[src/verilog/fpb_pkg.sv]
// Shared constants and types of the front-panel power button logic.
package fpb_pkg;

  // Clock rate, timing figures each with its derived cycle count, and the event filter length in cycles.
  localparam int unsigned CLK_HZ = 40_000_000;
  localparam int unsigned DEBOUNCE_MS = 16;
  localparam int unsigned DEBOUNCE_CYC = CLK_HZ / 1000 * DEBOUNCE_MS;
  localparam int unsigned HOLD_S = 4;
  localparam int unsigned HOLD_CYC = CLK_HZ * HOLD_S;
  localparam int unsigned RESET_PULSE_MS = 1;
  localparam int unsigned RESET_PULSE_CYC = CLK_HZ / 1000 * RESET_PULSE_MS;
  localparam int unsigned LED_HOLD_MS = 50;
  localparam int unsigned LED_HOLD_CYC = CLK_HZ / 1000 * LED_HOLD_MS;
  localparam int unsigned WDT_TIMEOUT_S = 1;
  localparam int unsigned WDT_CYC = CLK_HZ * WDT_TIMEOUT_S;
  localparam int unsigned EVENT_FILTER_CYC = 2;

  // Counter widths.
  localparam int unsigned DBNC_W = 20;
  localparam int unsigned STRETCH_W = 21;
  localparam int unsigned CNT_W = 28;

  // Positions of the filtered inputs in the input vector.
  localparam int unsigned IDX_LID = 0;
  localparam int unsigned IDX_SLEEP = 1;
  localparam int unsigned IDX_RST = 2;
  localparam int unsigned IDX_PWR = 3;
  localparam int unsigned IDX_KICK = 4;
  localparam int unsigned IDX_BATLOW = 5;
  localparam int unsigned IDX_THERM = 6;
  localparam int unsigned NUM_IN = 7;

  localparam int unsigned GPIO_N = 6;
  localparam int unsigned PTP_N = 2;

  // Reset values.
  localparam logic INPUT_IDLE = 1'h1;
  localparam logic [GPIO_N-1:0] GPIO_OE_RESET = 6'h00;

  typedef enum logic [2:0] {
    PS_OFF = 3'h1,
    PS_RUN = 3'h2,
    PS_SLEEP = 3'h4
  } fpb_pstate_t;

endpackage

[src/verilog/fpb_btn_if.sv]
// Filtered level and edge pulses of one front-panel or event input.
`timescale 1ns/1ps
interface fpb_btn_if;
  logic level;
  logic fall;
  logic rise;
  modport src (output level, output fall, output rise);
  modport dst (input level, input fall, input rise);
endinterface

[src/verilog/fpb_front_panel.sv]
// Front-panel buttons, power state, LEDs, watchdog and system signals.
//
// Summary of operation
// - Buttons act on edges only, after 16 ms of stable input.
// - A debounced power button press starts the power-up sequence.
// - Holding power low four seconds or more while running or asleep forces a shutdown.
// - Reset button gives a hard reset pulse that ends even if held.
// - A debounced sleep button press requests entry into sleep.
// - Lid event requests sleep while running and wake while sleeping.
// - Two-colour LED shows main colour in running, alternate in sleep.
// - Radio activity LED lights whenever the radio slot shows traffic.
// - The management controller may issue a power request like a press.
// - An active-low kick input restarts the watchdog; driven open-drain.
// - Watchdog output asserts on expiry and otherwise rests low.
// - Battery-low input is active low and sampled; driven open-drain.
// - Thermal input, active low, is reported as a thermal alarm.
// - Six general-purpose pins idle high, undriven, on their pull-up.
// - One precision-time trigger output for each of two network ports.
`timescale 1ns/1ps
module fpb_front_panel import fpb_pkg::*; #(
  parameter int unsigned DEBOUNCE_CYCLES = DEBOUNCE_CYC,
  parameter int unsigned HOLD_CYCLES = HOLD_CYC,
  parameter int unsigned RESET_CYCLES = RESET_PULSE_CYC,
  parameter int unsigned LED_CYCLES = LED_HOLD_CYC,
  parameter int unsigned WDT_CYCLES = WDT_CYC
) (
  input logic ref_clk,
  input logic srst,
  input logic ce,
  input logic lid_switch_n,
  input logic sleep_button_n,
  input logic reset_button_n,
  input logic power_button_n,
  input logic watchdog_kick_n,
  input logic battery_low_n,
  input logic thermal_alarm_n,
  input logic mgmt_power_req,
  input logic soft_off_done,
  input logic wdt_enable,
  input logic radio_traffic,
  input logic [PTP_N-1:0] ptp_event,
  input logic [GPIO_N-1:0] gpio_in,
  input logic [GPIO_N-1:0] gpio_drive_out,
  input logic [GPIO_N-1:0] gpio_drive_oe,
  output logic power_up_req,
  output logic power_action_req,
  output logic forced_shutdown,
  output logic sleep_req,
  output logic wake_req,
  output logic hard_reset,
  output logic led_main,
  output logic led_alt,
  output logic radio_activity_led,
  output logic watchdog_expired,
  output logic battery_low,
  output logic thermal_alarm,
  output logic [2:0] power_state,
  output logic [GPIO_N-1:0] gpio_out,
  output logic [GPIO_N-1:0] gpio_oe,
  output logic [GPIO_N-1:0] gpio_level,
  output logic ptp_trigger_port0,
  output logic ptp_trigger_port1
);

  // Input filtering.
  fpb_btn_if ev [NUM_IN] ();

  wire [NUM_IN-1:0] raw_in = {thermal_alarm_n, battery_low_n,
                              watchdog_kick_n, power_button_n,
                              reset_button_n, sleep_button_n,
                              lid_switch_n};

  // Lid switch and buttons get the full debounce; kick, battery-low and thermal lines only a short filter.
  genvar gi;
  generate
    for (gi = 0; gi < NUM_IN; gi++) begin : g_in
      fpb_debounce #(
        .CYC(gi <= IDX_PWR ? DEBOUNCE_CYCLES : EVENT_FILTER_CYC)
      ) u_db (
        .ref_clk(ref_clk),
        .srst(srst),
        .ce(ce),
        .raw(raw_in[gi]),
        .bo(ev[gi])
      );
    end
  endgenerate

  wire lid_fall = ev[IDX_LID].fall;
  wire sleep_fall = ev[IDX_SLEEP].fall;
  wire rst_fall = ev[IDX_RST].fall;
  wire pwr_fall = ev[IDX_PWR].fall;
  wire pwr_rise = ev[IDX_PWR].rise;
  wire kick_fall = ev[IDX_KICK].fall;

  // Power state machine.
  fpb_pstate_t state;
  fpb_pstate_t next_state;
  logic holding;
  logic hold_run;
  logic [CNT_W-1:0] hold_cnt;

  wire in_off = state == PS_OFF;
  wire in_run = state == PS_RUN;
  wire in_sleep = state == PS_SLEEP;
  wire pwr_press = pwr_fall || mgmt_power_req;
  wire long_hit = holding && (hold_cnt == CNT_W'(HOLD_CYCLES - 1));
  // A press that woke the system must not count as a short press on release.
  wire short_release = holding && hold_run && pwr_rise && !long_hit;
  wire go_up = in_off && pwr_press;
  wire go_sleep = in_run && (sleep_fall || lid_fall) && !long_hit;
  wire go_wake = in_sleep && (pwr_press || lid_fall) && !long_hit;
  wire run_action = in_run && !long_hit &&
                    (short_release || mgmt_power_req);
  wire start_hold = pwr_fall && !in_off;

  always_comb begin
    next_state = state;
    case (state)
      PS_OFF: begin
        if (go_up) begin
          next_state = PS_RUN;
        end
      end
      PS_RUN: begin
        if (long_hit || soft_off_done) begin
          next_state = PS_OFF;
        end else if (go_sleep) begin
          next_state = PS_SLEEP;
        end
      end
      PS_SLEEP: begin
        if (long_hit) begin
          next_state = PS_OFF;
        end else if (go_wake) begin
          next_state = PS_RUN;
        end
      end
      default: begin
        next_state = PS_OFF;
      end
    endcase
  end

  always_ff @(posedge ref_clk) begin
    if (srst) begin
      state <= PS_OFF;
    end else if (ce) begin
      state <= next_state;
    end
  end

  // Long-press timer runs from a press seen while powered.
  always_ff @(posedge ref_clk) begin
    if (srst) begin
      holding <= 1'b0;
      hold_run <= 1'b0;
      hold_cnt <= '0;
    end else if (ce) begin
      if (start_hold) begin
        holding <= 1'b1;
        hold_run <= in_run;
        hold_cnt <= '0;
      end else if (pwr_rise || long_hit) begin
        holding <= 1'b0;
        hold_cnt <= '0;
      end else if (holding) begin
        hold_cnt <= hold_cnt + 1'b1;
      end
    end
  end

  // Request pulses and the power LED pair.
  always_ff @(posedge ref_clk) begin
    if (srst) begin
      power_up_req <= 1'b0;
      power_action_req <= 1'b0;
      forced_shutdown <= 1'b0;
      sleep_req <= 1'b0;
      wake_req <= 1'b0;
      led_main <= 1'b0;
      led_alt <= 1'b0;
    end else if (ce) begin
      power_up_req <= go_up;
      power_action_req <= run_action;
      forced_shutdown <= long_hit;
      sleep_req <= go_sleep;
      wake_req <= go_wake;
      led_main <= next_state == PS_RUN;
      led_alt <= next_state == PS_SLEEP;
    end
  end

  assign power_state = state;

  // Hard reset pulse and radio activity LED.
  fpb_stretch #(.CYC(RESET_CYCLES)) u_rst (
    .ref_clk(ref_clk),
    .srst(srst),
    .ce(ce),
    .trig(rst_fall),
    .busy(hard_reset)
  );

  fpb_stretch #(.CYC(LED_CYCLES)) u_led (
    .ref_clk(ref_clk),
    .srst(srst),
    .ce(ce),
    .trig(radio_traffic),
    .busy(radio_activity_led)
  );

  // Watchdog; an expiry in the same cycle as a kick wins over the kick.
  logic [CNT_W-1:0] wdt_cnt;
  wire wdt_due = wdt_enable && !watchdog_expired &&
                 (wdt_cnt == CNT_W'(WDT_CYCLES - 1));

  always_ff @(posedge ref_clk) begin
    if (srst) begin
      wdt_cnt <= '0;
      watchdog_expired <= 1'b0;
    end else if (ce) begin
      if (!wdt_enable) begin
        wdt_cnt <= '0;
        watchdog_expired <= 1'b0;
      end else if (wdt_due) begin
        wdt_cnt <= '0;
        watchdog_expired <= 1'b1;
      end else if (kick_fall) begin
        wdt_cnt <= '0;
        watchdog_expired <= 1'b0;
      end else if (!watchdog_expired) begin
        wdt_cnt <= wdt_cnt + 1'b1;
      end
    end
  end

  // Status lines, pins and time triggers.
  logic [GPIO_N-1:0] gpio_sync;

  always_ff @(posedge ref_clk) begin
    if (srst) begin
      battery_low <= 1'b0;
      thermal_alarm <= 1'b0;
      gpio_out <= '1;
      gpio_oe <= GPIO_OE_RESET;
      gpio_sync <= '1;
      gpio_level <= '1;
      ptp_trigger_port0 <= 1'b0;
      ptp_trigger_port1 <= 1'b0;
    end else if (ce) begin
      battery_low <= !ev[IDX_BATLOW].level;
      thermal_alarm <= !ev[IDX_THERM].level;
      gpio_out <= gpio_drive_out;
      gpio_oe <= gpio_drive_oe;
      gpio_sync <= gpio_in;
      gpio_level <= gpio_sync;
      ptp_trigger_port0 <= ptp_event[0];
      ptp_trigger_port1 <= ptp_event[1];
    end
  end

  int unsigned rst_len;
  always_ff @(posedge ref_clk) begin
    if (srst || !hard_reset) begin
      rst_len <= 0;
    end else begin
      rst_len <= rst_len + 1;
    end
  end
endmodule // fpb_front_panel

[src/verilog/fpb_debounce.sv]
// Two-stage synchroniser and stability filter for one input.
`timescale 1ns/1ps
module fpb_debounce import fpb_pkg::*; #(
  parameter int unsigned CYC = DEBOUNCE_CYC
) (
  input logic ref_clk,
  input logic srst,
  input logic ce,
  input logic raw,
  fpb_btn_if.src bo
);
  logic sync1;
  logic sync2;
  logic [DBNC_W-1:0] cnt;

  wire differs = sync2 != bo.level;
  wire settled = differs && (cnt == DBNC_W'(CYC - 1));

  always_ff @(posedge ref_clk) begin
    if (srst) begin
      sync1 <= INPUT_IDLE;
      sync2 <= INPUT_IDLE;
    end else if (ce) begin
      sync1 <= raw;
      sync2 <= sync1;
    end
  end

  always_ff @(posedge ref_clk) begin
    if (srst) begin
      cnt <= '0;
    end else if (ce) begin
      cnt <= (differs && !settled) ? cnt + 1'b1 : '0;
    end
  end

  always_ff @(posedge ref_clk) begin
    if (srst) begin
      bo.level <= INPUT_IDLE;
      bo.fall <= 1'b0;
      bo.rise <= 1'b0;
    end else if (ce) begin
      bo.level <= settled ? sync2 : bo.level;
      bo.fall <= settled && !sync2;
      bo.rise <= settled && sync2;
    end
  end
endmodule // fpb_debounce

[src/verilog/fpb_stretch.sv]
// Turns a one-cycle trigger into a pulse of fixed length.
`timescale 1ns/1ps
module fpb_stretch import fpb_pkg::*; #(
  parameter int unsigned CYC = 1
) (
  input logic ref_clk,
  input logic srst,
  input logic ce,
  input logic trig,
  output logic busy
);
  logic [STRETCH_W-1:0] cnt;

  wire last = cnt == STRETCH_W'(1);

  always_ff @(posedge ref_clk) begin
    if (srst) begin
      cnt <= '0;
      busy <= 1'b0;
    end else if (ce) begin
      if (trig) begin
        cnt <= STRETCH_W'(CYC);
        busy <= 1'b1;
      end else if (cnt != '0) begin
        cnt <= cnt - 1'b1;
        busy <= !last;
      end
    end
  end
endmodule // fpb_stretch

[config.mk]
export PLATFORM = sky130hd
export DESIGN_NAME = fpb_front_panel
export DESIGN_NICKNAME = d
export VERILOG_FILES = /design/src/verilog/fpb_pkg.sv /design/src/verilog/fpb_btn_if.sv /design/src/verilog/fpb_front_panel.sv /design/src/verilog/fpb_debounce.sv /design/src/verilog/fpb_stretch.sv
export SDC_FILE = /design/constraint.sdc
export NUM_CORES = 1
export LEC_CHECK = 0
export BUFFER_PORTS_ARGS = -buffer_cell sky130_fd_sc_hd__buf_2
export CORE_ASPECT_RATIO = 0.5
export CORE_MARGIN = 8
export CORE_UTILIZATION = 45
export CTS_BUF_LIST = sky130_fd_sc_hd__clkbuf_4 sky130_fd_sc_hd__clkbuf_8
export DETAILED_ROUTE_END_ITERATION = 10
export GPL_ROUTABILITY_DRIVEN = 0
export GPL_TIMING_DRIVEN = 0
export SYNTH_ARGS = -nofsm -noshare
export SYNTH_HDL_FRONTEND = slang
export SYNTH_SLANG_ARGS = --single-unit
export TNS_END_PERCENT = 1
[constraint.sdc]
create_clock -name ref_clk -period 4.7 [get_ports ref_clk]
set_input_delay 0.47 -clock ref_clk [delete_from_list [all_inputs] [get_ports ref_clk]]
set_output_delay 0.47 -clock ref_clk [all_outputs]
set_load 0.01 [all_outputs]
==> Yosys cells after proc, flatten, opt, wreduce, memory -nomap -nowiden <==
Cells that the tools add are included.
{ "classes": {"add_sub_neg": 11, "n_eq_ne": 25, "n_mux": 33, "n_reduce_logical": 79} }
{ "ops": {"columns": ["op", "count"], "rows": [
  ["28-bit two-way mux", 7],
  ["20-bit by 1-bit adder with 20-bit output (second input constant)", 7],
  ["20-bit two-way mux", 7],
  ["21-bit two-way mux", 4],
  ["20-bit equality test (second input constant)", 4],
  ["20-bit by 1-bit equality test with 1-bit output (second input constant)", 3],
  ["28-bit by 1-bit adder with 28-bit output (second input constant)", 2],
  ["21-bit by 1-bit equality test with 1-bit output (second input constant)", 2],
  ["21-bit nonzero test", 2],
  ["21-bit by 1-bit subtractor with 21-bit output (second input constant)", 2],
  ["1-bit logical AND", 34],
  ["28-bit by 26-bit equality test with 1-bit output (second input constant)", 1],
  ["28-bit equality test (second input constant)", 1],
  ["2-bit AND reduction", 14],
  ["1-bit logical NOT", 19],
  ["3-bit two-way mux", 5],
  ["1-bit two-way mux", 9],
  ["3-bit case mux with 3 select lines", 1],
  ["1-bit != test", 7],
  ["3-bit by 2-bit equality test with 1-bit output (second input constant)", 2],
  ["3-bit equality test (second input constant)", 2],
  ["1-bit logical OR", 6],
  ["2-bit nonzero test", 3],
  ["4-bit by 2-bit != test with 1-bit output (second input constant)", 1],
  ["other kinds (3)", 3]
]} }
{ "totals": {"ff_bits": 308, "inputBits": 34, "output_inout_bits": 35, "word_cells": 207} }

==> Longest topological paths before layout <==
{ "depth": {"ltp_word": 8, "mapped_depth": 8, "ltp_nobuf": 7} }

==> Hierarchy <==
A second synthesis with hierarchy kept.
{ "unflattened": {"hier_cells": 1823, "hier_area_um2": 16139.2} }
{ "by_module_without_submodules": {"columns": ["mod", "instances", "cells_each", "area_per_inst_um2", "seq_area_each_um2"], "rows": [
  ["fpb_debounce at g_in[0].u_db ...", 4, 137, 1243.7, 500.5],
  ["fpb_front_panel", 1, 505, 4511.8, 1941.9],
  ["fpb_debounce at g_in[4].u_db ...", 2, 163, 1381.3, 500.5],
  ["fpb_debounce at g_in[5].u_db", 1, 160, 1383.8, 500.5],
  ["fpb_stretch at u_rst", 1, 145, 1263.7, 440.4],
  ["fpb_stretch at u_led", 1, 139, 1242.4, 440.4]
]} }

==> Worst setup path after synthesis <==
No wires, ideal clock.
{ "synth_timing": {"path_type": "reg-to-reg", "start": "reg u_led.cnt[6]", "end": "reg u_led.cnt[19]", "setup_ps": 74, "arrival_time_ps": 2424, "t_required_ps": 4626, "slack_ps": 2201, "stages_incl_launch_ff": 7, "path_buffers": 1, "period_less_slack_ps": 2499, "path_cell_list": "dfxtp_1 or4_1 buf_2 or4_4 or3_4 or4_1 a31oi_1"} }
{ "synth_between": {"elab_chain_len": 3, "elab_cells_between_ends": 6, "classes_between": "add/sub (1); mux (2); reduce/logical (3)"} }
{ "synth_lines": {"columns": ["item", "line", "rtl"], "rows": [
  ["start, declared", "fpb_stretch.sv:12", "logic [STRETCH_W-1:0] cnt;"],
  ["start signal, assigned", "fpb_stretch.sv:22", "cnt <= STRETCH_W'(CYC);"],
  ["start signal, assigned", "fpb_stretch.sv:25", "cnt <= cnt - 1'b1;"],
  ["21-bit by 1-bit subtractor with 21-bit output / 21-bit nonzero test (equally long branches)", "fpb_stretch.sv:25, fpb_stretch.sv:24", null],
  ["21-bit two-way mux / 2-bit nonzero test (equally long branches)", null, null],
  ["21-bit two-way mux / 2-bit AND reduction (equally long branches)", null, null]
]} }
Several ways; a longest one is shown, not always the timed one. The select of a mux whose other input is x is not followed.
A chain may end at the register's enable or synchronous reset.

==> summary.md <==
| Metric | Value |
|---|---|
| Postcts setup bufs | 0 |
| Clock Root Buffer | clkbuf_8 |
| Placed Cells | 2078 |
| Avg WL per Cell | about 16 um |
| Synth top area share | between 40 and 50% |
| Fill cells | about 2.9k |
| Async set-or-reset flop fraction in the synthesized netlist | 0% |
| Clock Pin Slew Worst Setup and Hold Paths | 0.07 ns |
| Clock skew | between 0.02 and 0.025 ns |
| Chip width | about 260 um |
| Commonest non-fill, non-tap cells in the layout | dfxtp_1 (308), nor2_1 (261), nand2_1 (163) |
| Initial Utilization | between 40 and 50% |
| Total grt overflow | 0 |
| Crit path launch type | input port |
| Reg2Reg Depth | 6 |
| Logic pwr share | around 14% |
| Crit path required time | 5.21 ns |
| Area of the core | around 30000 um2 |
| Max Cap Viol | 0 |
| Switch Pwr | ~1.7 mW |
| Final TNS setup | 0 ns |
| Hold WC Path Type | in -> reg |
| FF-to-FF setup slack | 1.63 ns |
| Status | completed |
| Layout area overhead | 13.43% |
| Pint | ~4.4 mW |
| Resized cells post-CTS | 0 |
| Hold slack | between 0.09 and 0.1 ns |
| RSZ-0062 raised after global routing | no |
| Total track usage | 18.38% |
| FF+latch area | a little over 6000 um2 |
| Clock sink count | between 300 and 400 |
| Level count of the clock H-tree | 2 |
| Worst setup margin | approximately 1.3 ns |
| Sequential share of power | a little under half |
| Syn Nets | ~1.7k |
| Worst Setup EP | power_state[2] |
| Pre-antenna DRT Iters | 9 |
| I/O pin count | 69 |
| # hold bufs at CTS | 0 |
| FF-to-FF Start | u_led.cnt[2] |
| Fraction of layout instances using a drive strength above 1 | 9.375% |
| EDFF count, synth | 0 |
| Iter 0 DRT Violations | 813 |
| Count of final setup violators | 0 |
| Synth cell types | 59 |
| Die height | about 140 um |
| FF+latch count, synth | ~310 |
| Relative slew slack | approximately a third |
| Most used DFF post-synth | dfxtp_1 |
| Non-Filler Instances | 2159 |
| Cells after Synth | between 1.5k and 2k |
| Die footprint | around 37000 um2 |
| Final worst path period share | slightly above 70% |
| Critical-path maximum fanout | 10 |
| Most common cell after layout, fill and taps aside | dfxtp_1 |
| Number of hold violations in the final report | 0 |
| Min Tclk post-route | ~3.4 ns |
| Seq/Total Area, Yosys | roughly 45% |
| Worst-Skew Late Latency | roughly 0.60 ns |
| Net Sw Frac | 28.36% |
| Fin. max-slew vios | 0 |
| Area of the multi-input gates | ~7300 um2 |
| HPWL after DPL | 24640 um |
| Nets | 1777 |
| CP arrival | roughly 3.9 ns |
| Longest Clk Path Bufs | 3 |
| WL final | 34780 um |
| TritonCTS Buffers | 46 |
| PwrDens | 390.7 nW/um2 |
| FF-to-FF End | u_led.cnt[18] |
| Vias in the first global route | 11.42k |
| Highest Clock Rate | between 200 and 300 MHz |
| Clock network power share | 39.4% |
| Placed Area | roughly 15000 um2 |
| Initial antenna violation count | 0 |
| Final Util | between 50% and 60% |
| Setup WS pre-CTS | approximately 0.75 ns |
| Via-per-instance ratio | around 5.5 |
| Synth top area cells | dfxtp_1 (45%), xor2_1 (7.3%), nor2_1 (7.1%) |
| Rows | between 40 and 50 |
| # diodes | 0 |
| Crit path kind | in -> reg |
| Area leader, netlist | dfxtp_1 |
| DR vias | 11.86k |
| Peak supply drop | 0.1895 mV |
| Least-Margin Pin Slew | roughly 1 ns |
| Final Cell Area | between 15000 and 20000 um2 |
| First-pass GRT wire length | 57620 um |
| Crit path launch | ce |
| DRC violations left | 0 |
| Synth Warn # | 0 |
| Largest net degree at the start of global routing | 13 |
| Leak | 5.506 nW |
| Routed Antenna Nets | 0 |
| Syn Area/Cell | 8.595 um2 |
| CTS tree | yes |
| Total power draw | between 6 and 7 mW |
| CP Capture Type | register |
| Synth Cell Area | about 14000 um2 |
| Port Buf Inserts | slightly below 70 |
## area by class of cell
cell class | instances | area share, %
Tap cell | 399 | 3.179
Multi-Input combinational cell | 1212 | 46.71
Clock inverter | 14 | 0.9798
Clock buffer | 67 | 5.513
Inverter | 27 | 0.6453
Buffer | 64 | 1.545
Sequential cell | 308 | 39.26
Timing Repair Buffer | 68 | 2.167
## flip-flops by register name, indices dropped and copies added, names as in the netlist, 3 cells and up
register and flops:
g_in.u_db.sync2 7, gpio_sync 6, gpio_level 6, g_in.u_db.bo.fall 5, g_in.u_db.bo.level 7, g_in.u_db.cnt 140
gpio_oe 6, u_led.cnt 21, wdt_cnt 28, gpio_out 6, g_in.u_db.sync1 7, u_rst.cnt 21
hold_cnt 28, power_state 3
## worst min-delay path by stage
stage / start / end / slack, ns / depth (start not counted)
3_3_place_gp: u_rst.cnt[20] / u_rst.cnt[20] / 0.44 / 1
5_1_grt: reset_button_n / g_in[2].u_db.sync1 / 0.06 / 3
3_5_place_dp: u_rst.cnt[20] / u_rst.cnt[20] / 0.44 / 1
2_1_floorplan: u_rst.cnt[20] / u_rst.cnt[20] / 0.43 / 1
4_1_cts: gpio_drive_out[2] / gpio_out[2] / 0.04 / 3
6_report: gpio_drive_out[2] / gpio_out[2] / 0.09 / 3
## routing by layer
layer,vias to the layer above,global-route usage (%),part of all wire [%]
met1,5664,24.28,47
met3,57,3.948,5.1
met4,0,5.275,2.3
met5,-,0,0
met2,243,30.11,45
li1,5895,-,-
## synthesized netlist by cell type (5+ instances only)
library cell and instances:
a211oi_1 8, a21o_1 7, a21oi_1 54, a311oi_1 5, a31oi_1 12, and2_1 5, and3_1 20, and4_1 20
buf_1 9, clkbuf_1 53, dfxtp_1 308, ha_1 16, inv_1 26, mux2i_1 45, nand2_1 163, nand2b_1 5
nand3_1 68, nand3b_1 5, nand4_1 77, nand4b_1 5, nor2_1 261, nor2b_1 6, nor3_1 42, nor4_1 39
nor4b_1 10, nor4bb_1 6, o211ai_1 12, o21a_1 5, o21ai_0 24, o31ai_1 13, or3_1 25, or4_1 20
or4b_2 5, xnor2_1 81, xor2_1 115
## critical path, stage by stage
cell	delay (ns)
buf_2	0.26
clkbuf_1	0.68
clkbuf_1	0.71
clkbuf_1	0.53
buf_1	0.79
o211ai_1	0.28
a21oi_1	0.18
## power groups by stage
stage	registers, mW	logic [mW]	clock network [mW]
floorplan	2.87	0.636	0
global placement	2.88	0.846	0
detailed placement	2.89	0.869	0
CTS	2.83	0.876	2.49
global route	2.85	0.988	2.62
finish	2.83	0.884	2.42
## cell families (layout without fill, tap and decap cells)
family	count (synthesis)	in the layout	share of synthesized area, %
AOI/OAI and AO/OA	159	159	7.247
DFF	308	308	44.53
buffers and inverters	91	240	2.485
xor gates and xnor gates	196	196	12.40
muxes	45	45	3.253
adders and majority gates	16	16	1.446
and+or+nand+nor	796	796	28.64
No activity file was read; power rests on OpenSTA's default activity.
